`config.mk`:
```
export PLATFORM = sky130hd
export DESIGN_NAME = pin_serial_regs
export DESIGN_NICKNAME = d
export VERILOG_FILES = /design/src/design/pin_pkg.sv /design/src/design/pin_serial_regs.sv /design/src/design/pin_input_sync.sv /design/src/design/pin_shift_in.sv
export SDC_FILE = /design/constraint.sdc
export NUM_CORES = 2
export LEC_CHECK = 0
export BUFFER_PORTS_ARGS = -buffer_cell sky130_fd_sc_hd__buf_2
export CAP_MARGIN = 5
export CORE_AREA = 5 5 509 511
export CTS_CLUSTER_DIAMETER = 200
export DETAILED_ROUTE_END_ITERATION = 8
export DIE_AREA = 0 0 514 516
export GPL_TIMING_DRIVEN = 0
export PLACE_DENSITY = 0.4
export SYNTH_ARGS = -nofsm -noshare
export SYNTH_HDL_FRONTEND = slang
export SYNTH_SLANG_ARGS = --single-unit
```
`constraint.sdc`:
```
create_clock -name CLK_SYS_IN -period 5.22 [get_ports CLK_SYS_IN]
set_clock_uncertainty 0.1 [all_clocks]
set_input_delay 1.044 -clock CLK_SYS_IN [delete_from_list [all_inputs] [get_ports CLK_SYS_IN]]
set_output_delay 1.044 -clock CLK_SYS_IN [all_outputs]
set_load 0.02 [all_outputs]
```
`src/design/pin_pkg.sv`:
```
package pin_pkg;

  // ----------------------------------------------------------------
  // Command word layout
  // ----------------------------------------------------------------
  localparam int WORD_BITS   = 24;
  localparam int DATA_BITS   = 16;
  localparam int ADDR_BITS   = 4;
  localparam int CH_NUM      = 2;
  localparam int REG_NUM     = 16;
  localparam int SPARE_BIT   = 23;
  localparam int CAL_SEL_BIT = 22;
  localparam int CH1_EN_BIT  = 21;
  localparam int CH0_EN_BIT  = 20;
  localparam int ADDR_LSB    = 16;

  // ----------------------------------------------------------------
  // Register addresses
  // ----------------------------------------------------------------
  localparam logic [3:0] ADDR_DCL_CTRL   = 4'h0;
  localparam logic [3:0] ADDR_CMP_HIGH   = 4'h4;
  localparam logic [3:0] ADDR_CMP_LOW    = 4'h5;
  localparam logic [3:0] ADDR_MU_CTRL    = 4'h8;
  localparam logic [3:0] ADDR_FORCE      = 4'h9;
  localparam logic [3:0] ADDR_OFFSET     = 4'hd;
  localparam logic [3:0] ADDR_CLAMP_HIGH = 4'he;

  // ----------------------------------------------------------------
  // Reset values and trim masks
  // ----------------------------------------------------------------
  localparam logic [15:0] DCL_CTRL_RST    = 16'h0004;
  localparam logic [15:0] DCL_TRIM_RST    = 16'h0008;
  localparam logic [15:0] MU_CTRL_RST     = 16'h0003;
  localparam logic [15:0] LEVEL_RST       = 16'h4000;
  localparam logic [15:0] TRIM_RST        = 16'h2080;
  localparam logic [15:0] FORCE_TRIM_RST  = 16'h4080;
  localparam logic [15:0] TRIM_MASK       = 16'h3fff;
  localparam logic [15:0] FORCE_TRIM_MASK = 16'h7fff;
  localparam logic [15:0] DCL_TRIM_MASK   = 16'h03ff;

  // ----------------------------------------------------------------
  // Field positions
  // ----------------------------------------------------------------
  localparam int SLEW_LSB      = 0;
  localparam int LOW_LEAK_BIT  = 2;
  localparam int TERM_BIT      = 3;
  localparam int LOAD_DIS_BIT  = 4;
  localparam int INVERT_BIT    = 5;
  localparam int DIFF_BIT      = 6;
  localparam int LOAD_CAL_BIT  = 7;
  localparam int HV_EN_BIT     = 8;
  localparam int RES_LSB       = 0;
  localparam int COMPARATOR_HYSTERESIS_SELECT_LSB      = 4;
  localparam int DROOP_LSB     = 7;
  localparam int FORCE_MODE_SELECT_BIT     = 0;
  localparam int MEASURE_MODE_SELECT_BIT     = 1;
  localparam int RANGE_LSB     = 2;
  localparam int CLAMP_BIT     = 5;
  localparam int FFLOAT_BIT    = 6;
  localparam int MFLOAT_BIT    = 7;
  localparam int CMP_DIS_BIT   = 8;
  localparam int MSENSE_BIT    = 9;
  localparam int UHYST_BIT     = 10;
  localparam int FSW_BIT       = 11;
  localparam int SSW_BIT       = 12;
  localparam int OFFS_LSB      = 0;
  localparam int GAIN_LSB      = 8;

  // Which bits a trim write keeps, per address
  function automatic logic [15:0] trim_mask(input logic [3:0] addr);
    if (addr == ADDR_DCL_CTRL) begin
      return DCL_TRIM_MASK;
    end
    return (addr == ADDR_FORCE) ? FORCE_TRIM_MASK : TRIM_MASK;
  endfunction : trim_mask

  function automatic logic [15:0] trim_reset(input logic [3:0] addr);
    if (addr == ADDR_DCL_CTRL) begin
      return DCL_TRIM_RST;
    end
    return (addr == ADDR_FORCE) ? FORCE_TRIM_RST : TRIM_RST;
  endfunction : trim_reset

endpackage : pin_pkg

```
`src/design/pin_serial_regs.sv`:
```
// How it works
// - The spare top word bit is never decoded; after a full frame it only shows on the serial output.
// - Calibration-select set writes the trim register (nothing at code 8), clear writes level or control.
// - Channel 1 is written only when its enable bit is set.
// - Channel 0 is written only when its enable bit is set; both may be.
// - Word holds a 4-bit register address then 16 data bits.
// - Code 0 is driver control, code 8 unit control, others are converter levels.
// - Code 13: channel 0 is voltage offset, channel 1 is current offset.
// - Data bits enter most significant first.
// - Driver control decodes slew, leak, termination, load, invert, differential, cal, high drive.
// - Power-up values 0x0004, 0x0008 and 0x0003 for the three control registers.
// - Trim holds offset in 7:0, gain above: 14:8 for force value, 9:8 at code 0, else 13:8.
// - Each level code is a full 16-bit unsigned value.
// - Twenty-eight independent level codes across both channels.
// - Shared codes drive comparator and unit limit, unit clamp and high-drive level.
// - One voltage-offset code feeds both channels at once.
// - One current-offset code feeds both channels at once.
// - Bits shift in on serial clock rising edges while select is low.
// - Strobe high at select rise stages the word; strobe fall applies it.
// - Trim registers update at select rise whatever the strobe does.
`timescale 1ns/1ps
module pin_serial_regs
  import pin_pkg::*;
(
  input  wire logic                         CLK_SYS_IN,
  input  wire logic                         NRST_IN,
  input  wire logic                         SEL_N_IN,
  input  wire logic                         SCLK_IN,
  input  wire logic                         SDI_IN,
  input  wire logic                         UPDATE_N_IN,
  output logic                              SDO_OUT,
  output logic [1:0][1:0]                   SLEW_CONTROL_OUT,
  output logic [1:0]                        LOW_LEAK_SELECT_OUT,
  output logic [1:0]                        TERMINATION_SELECT_OUT,
  output logic [1:0]                        ACTIVE_LOAD_DISABLE_OUT,
  output logic [1:0]                        DATA_INVERT_OUT,
  output logic [1:0]                        DIFFERENTIAL_SELECT_OUT,
  output logic [1:0]                        LOAD_CALIBRATION_ENABLE_OUT,
  output logic [1:0]                        HIGH_VOLTAGE_DRIVE_ENABLE_OUT,
  output logic [1:0][3:0]                   OUTPUT_RESISTANCE_SELECT_OUT,
  output logic [1:0][2:0]                   COMPARATOR_HYSTERESIS_SELECT_OUT,
  output logic [1:0][2:0]                   CABLE_DROOP_COMP_OUT,
  output logic [1:0]                        FORCE_MODE_SELECT_OUT,
  output logic [1:0]                        MEASURE_MODE_SELECT_OUT,
  output logic [1:0][2:0]                   CURRENT_RANGE_SELECT_OUT,
  output logic [1:0]                        CLAMP_ENABLE_OUT,
  output logic [1:0]                        FORCE_OUTPUT_FLOAT_OUT,
  output logic [1:0]                        MEASURE_OUTPUT_FLOAT_OUT,
  output logic [1:0]                        UNIT_COMPARATOR_DISABLE_OUT,
  output logic [1:0]                        MEASURE_INPUT_SELECT_OUT,
  output logic [1:0]                        UNIT_COMPARATOR_HYSTERESIS_ON_OUT,
  output logic [1:0]                        FORCE_SWITCH_ENABLE_OUT,
  output logic [1:0]                        SENSE_SWITCH_ENABLE_OUT,
  output logic [1:0][REG_NUM-1:0][15:0]     LEVEL_CODE_OUT,
  output logic [1:0][15:0]                  COMPARE_HIGH_LEVEL_OUT,
  output logic [1:0][15:0]                  UNIT_UPPER_LIMIT_OUT,
  output logic [1:0][15:0]                  COMPARE_LOW_LEVEL_OUT,
  output logic [1:0][15:0]                  UNIT_LOWER_LIMIT_OUT,
  output logic [1:0][15:0]                  UNIT_CLAMP_HIGH_OUT,
  output logic [1:0][15:0]                  SUPER_VOLTAGE_LEVEL_OUT,
  output logic [1:0][15:0]                  VOLTAGE_OFFSET_LEVEL_OUT,
  output logic [1:0][15:0]                  CURRENT_OFFSET_LEVEL_OUT,
  output logic [1:0][REG_NUM-1:0][7:0]      OFFSET_TRIM_OUT,
  output logic [1:0][REG_NUM-1:0][6:0]      GAIN_TRIM_OUT
);

  // ----------------------------------------------------------------
  // State
  // ----------------------------------------------------------------
  typedef struct packed {
    logic                            sel_q;
    logic                            sclk_q;
    logic                            upd_q;
    logic                            pending;
    logic [WORD_BITS-1:0]            staged;
    logic [1:0][15:0]                dcl_ctrl;
    logic [1:0][15:0]                mu_ctrl;
    logic [1:0][REG_NUM-1:0][15:0]   level;
    logic [1:0][REG_NUM-1:0][15:0]   trim;
    logic                            sdo;
  } state_t;

  state_t               s_r;
  state_t               s_nxt;
  state_t               s_rst;
  logic [3:0]           pins_f;
  logic                 sel_f;
  logic                 sclk_f;
  logic                 sdi_f;
  logic                 upd_f;
  logic                 sel_rise;
  logic                 sclk_rise;
  logic                 upd_fall;
  logic                 shift_en;
  logic [WORD_BITS-1:0] word;
  logic [3:0]           waddr;
  logic [15:0]          wdata;

  // ----------------------------------------------------------------
  // Pin sampling and serial capture
  // ----------------------------------------------------------------
  pin_input_sync #(.W(4)) u_sync (
    .clk_in    (CLK_SYS_IN),
    .nrst_in   (NRST_IN),
    .pin_in    ({UPDATE_N_IN, SDI_IN, SCLK_IN, SEL_N_IN}),
    .level_out (pins_f)
  );

  assign sel_f     = pins_f[0];
  assign sclk_f    = pins_f[1];
  assign sdi_f     = pins_f[2];
  assign upd_f     = pins_f[3];
  assign sel_rise  = sel_f & ~s_r.sel_q;
  assign sclk_rise = sclk_f & ~s_r.sclk_q;
  assign upd_fall  = ~upd_f & s_r.upd_q;
  assign shift_en  = sclk_rise & ~sel_f;

  // Shifting left puts the earliest bit on top: spare bit first, data MSB first
  pin_shift_in u_shift (
    .clk_in      (CLK_SYS_IN),
    .nrst_in     (NRST_IN),
    .shift_en_in (shift_en),
    .bit_in      (sdi_f),
    .word_out    (word)
  );

  assign waddr = word[ADDR_LSB +: ADDR_BITS];
  assign wdata = word[DATA_BITS-1:0];

  // ----------------------------------------------------------------
  // Working register write
  // ----------------------------------------------------------------
  // The spare bit is never looked at, so either value behaves the same
  function automatic state_t apply_word(input state_t s, input logic [WORD_BITS-1:0] w);
    state_t     r;
    logic [3:0] a;
    r = s;
    a = w[ADDR_LSB +: ADDR_BITS];
    for (int ch = 0; ch < CH_NUM; ch++) begin
      if (w[CH0_EN_BIT + ch]) begin
        if (a == ADDR_DCL_CTRL) begin
          r.dcl_ctrl[ch] = w[DATA_BITS-1:0];
        end else if (a == ADDR_MU_CTRL) begin
          r.mu_ctrl[ch] = w[DATA_BITS-1:0];
        end else begin
          r.level[ch][a] = w[DATA_BITS-1:0];
        end
      end
    end
    return r;
  endfunction : apply_word

  always_comb begin
    s_rst = '0;
    s_rst.sel_q  = 1'b1;
    s_rst.sclk_q = 1'b1;
    s_rst.upd_q  = 1'b1;
    for (int ch = 0; ch < CH_NUM; ch++) begin
      s_rst.dcl_ctrl[ch] = DCL_CTRL_RST;
      s_rst.mu_ctrl[ch]  = MU_CTRL_RST;
      for (int a = 0; a < REG_NUM; a++) begin
        s_rst.level[ch][a] = LEVEL_RST;
        s_rst.trim[ch][a]  = trim_reset(4'(a));
      end
    end
  end

  // ----------------------------------------------------------------
  // Next state
  // ----------------------------------------------------------------
  // A staged word goes out before a new one in the same cycle, so the newer wins
  always_comb begin
    s_nxt        = s_r;
    s_nxt.sel_q  = sel_f;
    s_nxt.sclk_q = sclk_f;
    s_nxt.upd_q  = upd_f;
    s_nxt.sdo    = word[WORD_BITS-1];
    if (upd_fall && s_r.pending) begin
      s_nxt         = apply_word(s_nxt, s_r.staged);
      s_nxt.pending = 1'b0;
    end
    if (sel_rise) begin
      if (word[CAL_SEL_BIT]) begin
        if (waddr != ADDR_MU_CTRL) begin
          for (int ch = 0; ch < CH_NUM; ch++) begin
            if (word[CH0_EN_BIT + ch]) begin
              s_nxt.trim[ch][waddr] = wdata & trim_mask(waddr);
            end
          end
        end
      end else if (upd_f) begin
        s_nxt.staged  = word;
        s_nxt.pending = 1'b1;
      end else begin
        s_nxt         = apply_word(s_nxt, word);
        s_nxt.pending = 1'b0;
      end
    end
  end

  always_ff @(posedge CLK_SYS_IN) begin
    if (!NRST_IN) begin
      s_r <= s_rst;
    end else begin
      s_r <= s_nxt;
    end
  end

  // ----------------------------------------------------------------
  // Outputs
  // ----------------------------------------------------------------
  assign SDO_OUT        = s_r.sdo;
  assign LEVEL_CODE_OUT = s_r.level;

  genvar c;
  generate
    for (c = 0; c < CH_NUM; c++) begin : g_ch
      assign SLEW_CONTROL_OUT[c]                 = s_r.dcl_ctrl[c][SLEW_LSB +: 2];
      assign LOW_LEAK_SELECT_OUT[c]              = s_r.dcl_ctrl[c][LOW_LEAK_BIT];
      assign TERMINATION_SELECT_OUT[c]           = s_r.dcl_ctrl[c][TERM_BIT];
      assign ACTIVE_LOAD_DISABLE_OUT[c]          = s_r.dcl_ctrl[c][LOAD_DIS_BIT];
      assign DATA_INVERT_OUT[c]                  = s_r.dcl_ctrl[c][INVERT_BIT];
      assign DIFFERENTIAL_SELECT_OUT[c]          = s_r.dcl_ctrl[c][DIFF_BIT];
      assign LOAD_CALIBRATION_ENABLE_OUT[c]      = s_r.dcl_ctrl[c][LOAD_CAL_BIT];
      assign HIGH_VOLTAGE_DRIVE_ENABLE_OUT[c]    = s_r.dcl_ctrl[c][HV_EN_BIT];
      assign OUTPUT_RESISTANCE_SELECT_OUT[c]     = s_r.trim[c][ADDR_DCL_CTRL][RES_LSB +: 4];
      assign COMPARATOR_HYSTERESIS_SELECT_OUT[c] = s_r.trim[c][ADDR_DCL_CTRL][COMPARATOR_HYSTERESIS_SELECT_LSB +: 3];
      assign CABLE_DROOP_COMP_OUT[c]             = s_r.trim[c][ADDR_DCL_CTRL][DROOP_LSB +: 3];
      assign FORCE_MODE_SELECT_OUT[c]            = s_r.mu_ctrl[c][FORCE_MODE_SELECT_BIT];
      assign MEASURE_MODE_SELECT_OUT[c]          = s_r.mu_ctrl[c][MEASURE_MODE_SELECT_BIT];
      assign CURRENT_RANGE_SELECT_OUT[c]         = s_r.mu_ctrl[c][RANGE_LSB +: 3];
      assign CLAMP_ENABLE_OUT[c]                 = s_r.mu_ctrl[c][CLAMP_BIT];
      assign FORCE_OUTPUT_FLOAT_OUT[c]           = s_r.mu_ctrl[c][FFLOAT_BIT];
      assign MEASURE_OUTPUT_FLOAT_OUT[c]         = s_r.mu_ctrl[c][MFLOAT_BIT];
      assign UNIT_COMPARATOR_DISABLE_OUT[c]      = s_r.mu_ctrl[c][CMP_DIS_BIT];
      assign MEASURE_INPUT_SELECT_OUT[c]         = s_r.mu_ctrl[c][MSENSE_BIT];
      assign UNIT_COMPARATOR_HYSTERESIS_ON_OUT[c] = s_r.mu_ctrl[c][UHYST_BIT];
      assign FORCE_SWITCH_ENABLE_OUT[c]          = s_r.mu_ctrl[c][FSW_BIT];
      assign SENSE_SWITCH_ENABLE_OUT[c]          = s_r.mu_ctrl[c][SSW_BIT];
      // One code each, fanned to both functions so they can never disagree
      assign COMPARE_HIGH_LEVEL_OUT[c]   = s_r.level[c][ADDR_CMP_HIGH];
      assign UNIT_UPPER_LIMIT_OUT[c]     = s_r.level[c][ADDR_CMP_HIGH];
      assign COMPARE_LOW_LEVEL_OUT[c]    = s_r.level[c][ADDR_CMP_LOW];
      assign UNIT_LOWER_LIMIT_OUT[c]     = s_r.level[c][ADDR_CMP_LOW];
      assign UNIT_CLAMP_HIGH_OUT[c]      = s_r.level[c][ADDR_CLAMP_HIGH];
      assign SUPER_VOLTAGE_LEVEL_OUT[c]  = s_r.level[c][ADDR_CLAMP_HIGH];
      assign VOLTAGE_OFFSET_LEVEL_OUT[c] = s_r.level[0][ADDR_OFFSET];
      assign CURRENT_OFFSET_LEVEL_OUT[c] = s_r.level[1][ADDR_OFFSET];
      for (genvar a = 0; a < REG_NUM; a++) begin : g_trim
        assign OFFSET_TRIM_OUT[c][a] = s_r.trim[c][a][OFFS_LSB +: 8];
        assign GAIN_TRIM_OUT[c][a]   = s_r.trim[c][a][GAIN_LSB +: 7];
      end
    end
  endgenerate
endmodule : pin_serial_regs

```
`src/design/pin_input_sync.sv`:
```
`timescale 1ns/1ps
module pin_input_sync #(
  parameter int W = 4
) (
  input  wire logic         clk_in,
  input  wire logic         nrst_in,
  input  wire logic [W-1:0] pin_in,
  output logic      [W-1:0] level_out
);

  // ----------------------------------------------------------------
  // Three stages; a change counts once stages two and three agree
  // ----------------------------------------------------------------
  logic [W-1:0] s1_r;
  logic [W-1:0] s2_r;
  logic [W-1:0] s3_r;

  genvar i;
  generate
    for (i = 0; i < W; i++) begin : g_bit
      always_ff @(posedge clk_in) begin
        if (!nrst_in) begin
          s1_r[i]      <= 1'b1;
          s2_r[i]      <= 1'b1;
          s3_r[i]      <= 1'b1;
          level_out[i] <= 1'b1;
        end else begin
          s1_r[i] <= pin_in[i];
          s2_r[i] <= s1_r[i];
          s3_r[i] <= s2_r[i];
          if (s2_r[i] == s3_r[i]) begin
            level_out[i] <= s3_r[i];
          end
        end
      end
    end
  endgenerate

endmodule : pin_input_sync

```
`src/design/pin_shift_in.sv`:
```
`timescale 1ns/1ps
module pin_shift_in
  import pin_pkg::*;
(
  input  wire logic                 clk_in,
  input  wire logic                 nrst_in,
  input  wire logic                 shift_en_in,
  input  wire logic                 bit_in,
  output logic      [WORD_BITS-1:0] word_out
);

  // ----------------------------------------------------------------
  // Serial word, first bit ends up on top
  // ----------------------------------------------------------------
  always_ff @(posedge clk_in) begin
    if (!nrst_in) begin
      word_out <= '0;
    end else if (shift_en_in) begin
      word_out <= {word_out[WORD_BITS-2:0], bit_in};
    end
  end

endmodule : pin_shift_in

```
* Word level (Yosys, flattened, before mapping)
Index checks and enable logic that the tools add are counted.
** Cells by class
- $lt $le $gt $ge :: 4
- Equal/unequal tests :: 8
- Mux-type cells :: 73
- Bitwise gates (word level) :: 10
- Reduce and logical (&&, ||, !) cells :: 5
** Operator list (count)
- 256-bit 2-to-1 mux :: 14
- 1114-bit 2-to-1 mux :: 2
- 256-bit bitwise mux :: 6
- 1089-bit 2-to-1 mux :: 1
- 512-bit 2-to-1 mux :: 2
- 601-bit 2-to-1 mux :: 1
- 16-bit 2-to-1 mux :: 33
- 16-bit demux with 4-bit select :: 2
- 16-bit AND :: 2
- 25-bit 2-to-1 mux :: 1
- 15-bit 2-to-1 mux :: 1
- 4-bit equality test (second input constant) :: 3
- 4-bit by 5-bit < comparator with 1-bit output (second input constant) :: 2
- 1-bit 2-to-1 mux :: 10
- 4-bit by 1-bit >= comparator with 1-bit output (second input constant) :: 2
- 4-bit logical NOT :: 2
- 1-bit AND :: 4
- 1-bit equality test :: 4
- 4-bit != test (second input constant) :: 1
- 1-bit NOT :: 4
- 1-bit logical AND :: 3
** Storage, ports and cells
- Bits in registers :: 1157
- Input port bits :: 6
- Output and inout bits :: 1313
- Word-level logic and storage cells :: 191

* Logic depth before layout (Yosys ltp)
- Word-level depth :: 17
- Mapped depth :: 8
- Gate-level depth less buffers :: 4

* Modules after synthesis
Synthesis repeated with hierarchy kept, for this count alone.
** Second synthesis, totals
- Cell total of the unflattened synthesis :: 6216
- Area total of the unflattened synthesis :: 52989.6 µm²
** Modules (own cells, without submodules)
- pin_serial_regs :: instances 1, cells an instance 6098, area each 51594.5 µm², sequential area each 21280.4 µm²
- pin_shift_in :: instances 1, cells an instance 77, area each 929.6 µm², sequential area each 480.5 µm²
- pin_input_sync :: instances 1, cells an instance 41, area each 465.4 µm², sequential area each 320.3 µm²

* Worst setup path after synthesis
No wires, ideal clock.
- Path kind :: input to register
- From :: input NRST_IN
- To :: register (tool-made name)
- Library setup time :: 132 ps
- Arrival time :: 2002 ps
- Data required time :: 4988 ps
- Slack :: 2986 ps
- Stages on the path :: 5
- Path buffers :: 3
- Path through :: inv_1 -> clkbuf_1 -> clkbuf_1 -> clkbuf_1 -> a21oi_1
** RTL lines
- start: declaration :: RTL line pin_serial_regs.sv:26 : input wire logic NRST_IN,

==> results.ini <==
[run_status]
status=finished with violations
violations=capacitance limit, slew limit

[clock_network]
cts.sinks=1103
cts_max_level=4
cts-root-buf=clkbuf_16
cts_setup_buffers=0
numCtsBuffers=142
cts_max_path_buffers=3
cts_tree=built
clk_latency_ns=0.83
clk_pin_slew_ns=0.06
ctsHoldBuffers=0
cts_resized=0

[cells_and_area]
nets=7781
fin_util_pct=27.3
num-fill-cells=27775
seqCellArea_sq_mm=0.0221
multi_input_area_sq_mm=0.0187
layout_common_cells=1399 x buf_2, 1335 x buf_4, 1103 x dfxtp_1, 1037 x nand2_1, 666 x a21oi_1
final_common_cell=buf_2
drive_gt1_share_pct=39.4
synthToLayoutAreaGrowth_pct=31.0

[logic_synthesis]
synthMuxAreaShare_pct=7.45
ys.flop_type=dfxtp_1
synth_cells=6282
postSynthRegisterBits=1103
synthXorXnorAreaFrac_pct=0
synthesis.nets=6288
synth_edf_count=0
synth_fa_ha_area_share_pct=0
synth_top_family_by_area=buffers and inverters
synthSimpleGateAreaFrac_pct=14.9
ys_seq_area_share_pct=41.9
synth_compound_area_share_pct=13.0
async_reset_ff_share_pct=0
syn_avg_cell_area_sq_um=8.40
yosys.cell_types.count=64
ys_warn_count=0
syn_area_sq_mm=0.0528

[placed_design]
dp_hpwl_um=277000
gp_congestion=0.894
numPortBuffers=1318

[sta]
finalHoldViolations=0
finalCritPeriodShare_pct=72.0
setup_tns_ns=0
clock.fmax_mhz=266
hold_ws_ns=0.311
period_minus_slack_ns=3.76
worst_pin_slew_ns=1.57
slew_violations=32
final-setup-viol-count=0
relSlewSlack_pct=-4.41
rsz0062_at_grt=false

[floorplan]
rows=185
ios=1319
die_w_um=514
die_h_um=516
initial_core_util_pct=20.8
placeableCoreArea_sq_mm=0.253
die-area_sq_mm=0.265

[critical_path]
worst_setup_path_end_kind=register
worstPathMaxFanout=10
crit_path_start_kind=register
critical_path_arrival_ns=4.31
critPathRequiredTime_ns=5.77
critPathKind=register to register

[power]
power.density_mw_per_mm2=277
power.leakage_nw=32.7
worst_ir_drop_vdd_mv=0.226

[global_route]
grt_start_max_net_pins=17
grt_antenna_before_repair=57
grt_overflow=0
grt_pass1_wl_um=456000
grt_usage_pct=25.3
grt_pass1_vias=48822

[routing]
num_vias=50568
via_per_inst=4.48
ant_nets=0
post_drt_wl_per_cell_um=31.3
firstDrtPassIters=8
routed_wl_um=353000
drc_errors=0
drt_iter0_drc=4631

[hold_path]
hp-class=register to register

[flow_run]
cap_violations=4

## through the flow
| stage | power, mW | instances | setup WS, ns | instance area, sq um |
|---|---|---|---|---|
| global placement | 8.96 | 10966 | 0.259 | 63600 |
| detailed placement | 8.97 | 10997 | 0.741 | 64200 |
| CTS | 19.4 | 11253 | 1.43 | 69000 |
| finish | 19.2 | 11277 | 1.46 | 69100 |
| global route | 19.7 | 11254 | 1.39 | 69000 |
| floorplan | 8.76 | 6282 | 2.99 | 52800 |
## kinds of logic (layout without fill, tap and decap cells)
family	Yosys count	after routing
buffers and inverters	1830	3435
and+or+nand+nor	1732	1732
AOI/OAI and AO/OA	1225	1225
DFF	1103	1103
muxes	392	392
other	0	24
## critical path: stages (launching register included)
cell and delay [ns]:
dfxtp_1 0.36, buf_2 0.22, buf_2 0.23, nor4_4 1.18
nand2_1 0.71, clkbuf_1 0.51, nand2_1 0.16, nand3_1 0.09
## where the power goes
part / switching (mW) / internal, mW
sequential: 0.00147 / 8.42
clock: 4.44 / 5.95
combinational: 0.307 / 0.0550
total: 4.75 / 14.4
## Yosys cell counts (4+ instances only)
library cell     n  area share (%)
a311oi_1        78             1.3
o22a_1           5           0.083
nand4_1          8           0.095
buf_6            4           0.085
o2bb2ai_1        4           0.066
mux2i_1        387             7.3
and2_1         131             1.6
inv_1            7           0.050
a31oi_1         35            0.42
and2_0          18            0.21
clkbuf_1       396             2.8
nor2b_1         14            0.17
o21ai_0        286             2.7
dfxtp_1       1103              42
or4b_1           4           0.076
nor3_1           8           0.076
buf_4         1334              19
nor2_2          14            0.17
nand4b_1         7            0.12
o211ai_1        30            0.43
buf_2           79            0.75
and4bb_2         7            0.17
nand4bb_1        6            0.13
buf_1           10           0.071
mux2_2           5            0.11
nor2_1         230             1.6
and3_1          39            0.46
o22ai_1          4           0.047
a211oi_1       104             1.5
a21oi_1        666             6.3
nor4b_2          4            0.11
and4b_1          8            0.15
nand3_2          6            0.11
nand2_1       1038             7.4
nand2_2          4           0.047
nand2b_1        30            0.36
nand3_1        127             1.2
## routing by layer
layer  part of all wire, %  global-route usage, %  vias to the layer above
met1                    39                   29.5                    24793
met2                    48                   43.7                     2584
li1                      -                      -                    22641
met5                0.0040                      0                        -
met4                   4.9                   11.1                        2
met3                   8.2                   6.73                      548
## layout make-up
cell class / count / area share, %
timing repair buffer: 1349 / 10.2
tap: 3366 / 6.10
inverter: 7 / 0.0380
clock inverter: 55 / 1.08
antenna: 24 / 0.0869
buffer: 1823 / 17.4
clock buffer: 201 / 5.98
multi-input combinational: 3349 / 27.1
sequential: 1103 / 32.0
## path summary, 6_finish.rpt
kind | to | cells past startpoint | from | slack (ns)
hold reg to reg | u_sync.s2_r[2] | 1 | u_sync.s1_r[2] | 0.31
setup reg to reg | register | 7 | u_shift.word_out[16] | 1.46
setup / recovery | register | 7 | u_shift.word_out[16] | 1.46
hold / removal | u_sync.s2_r[2] | 1 | u_sync.s1_r[2] | 0.31
Note: power is estimated with default switching activity, not from simulation.
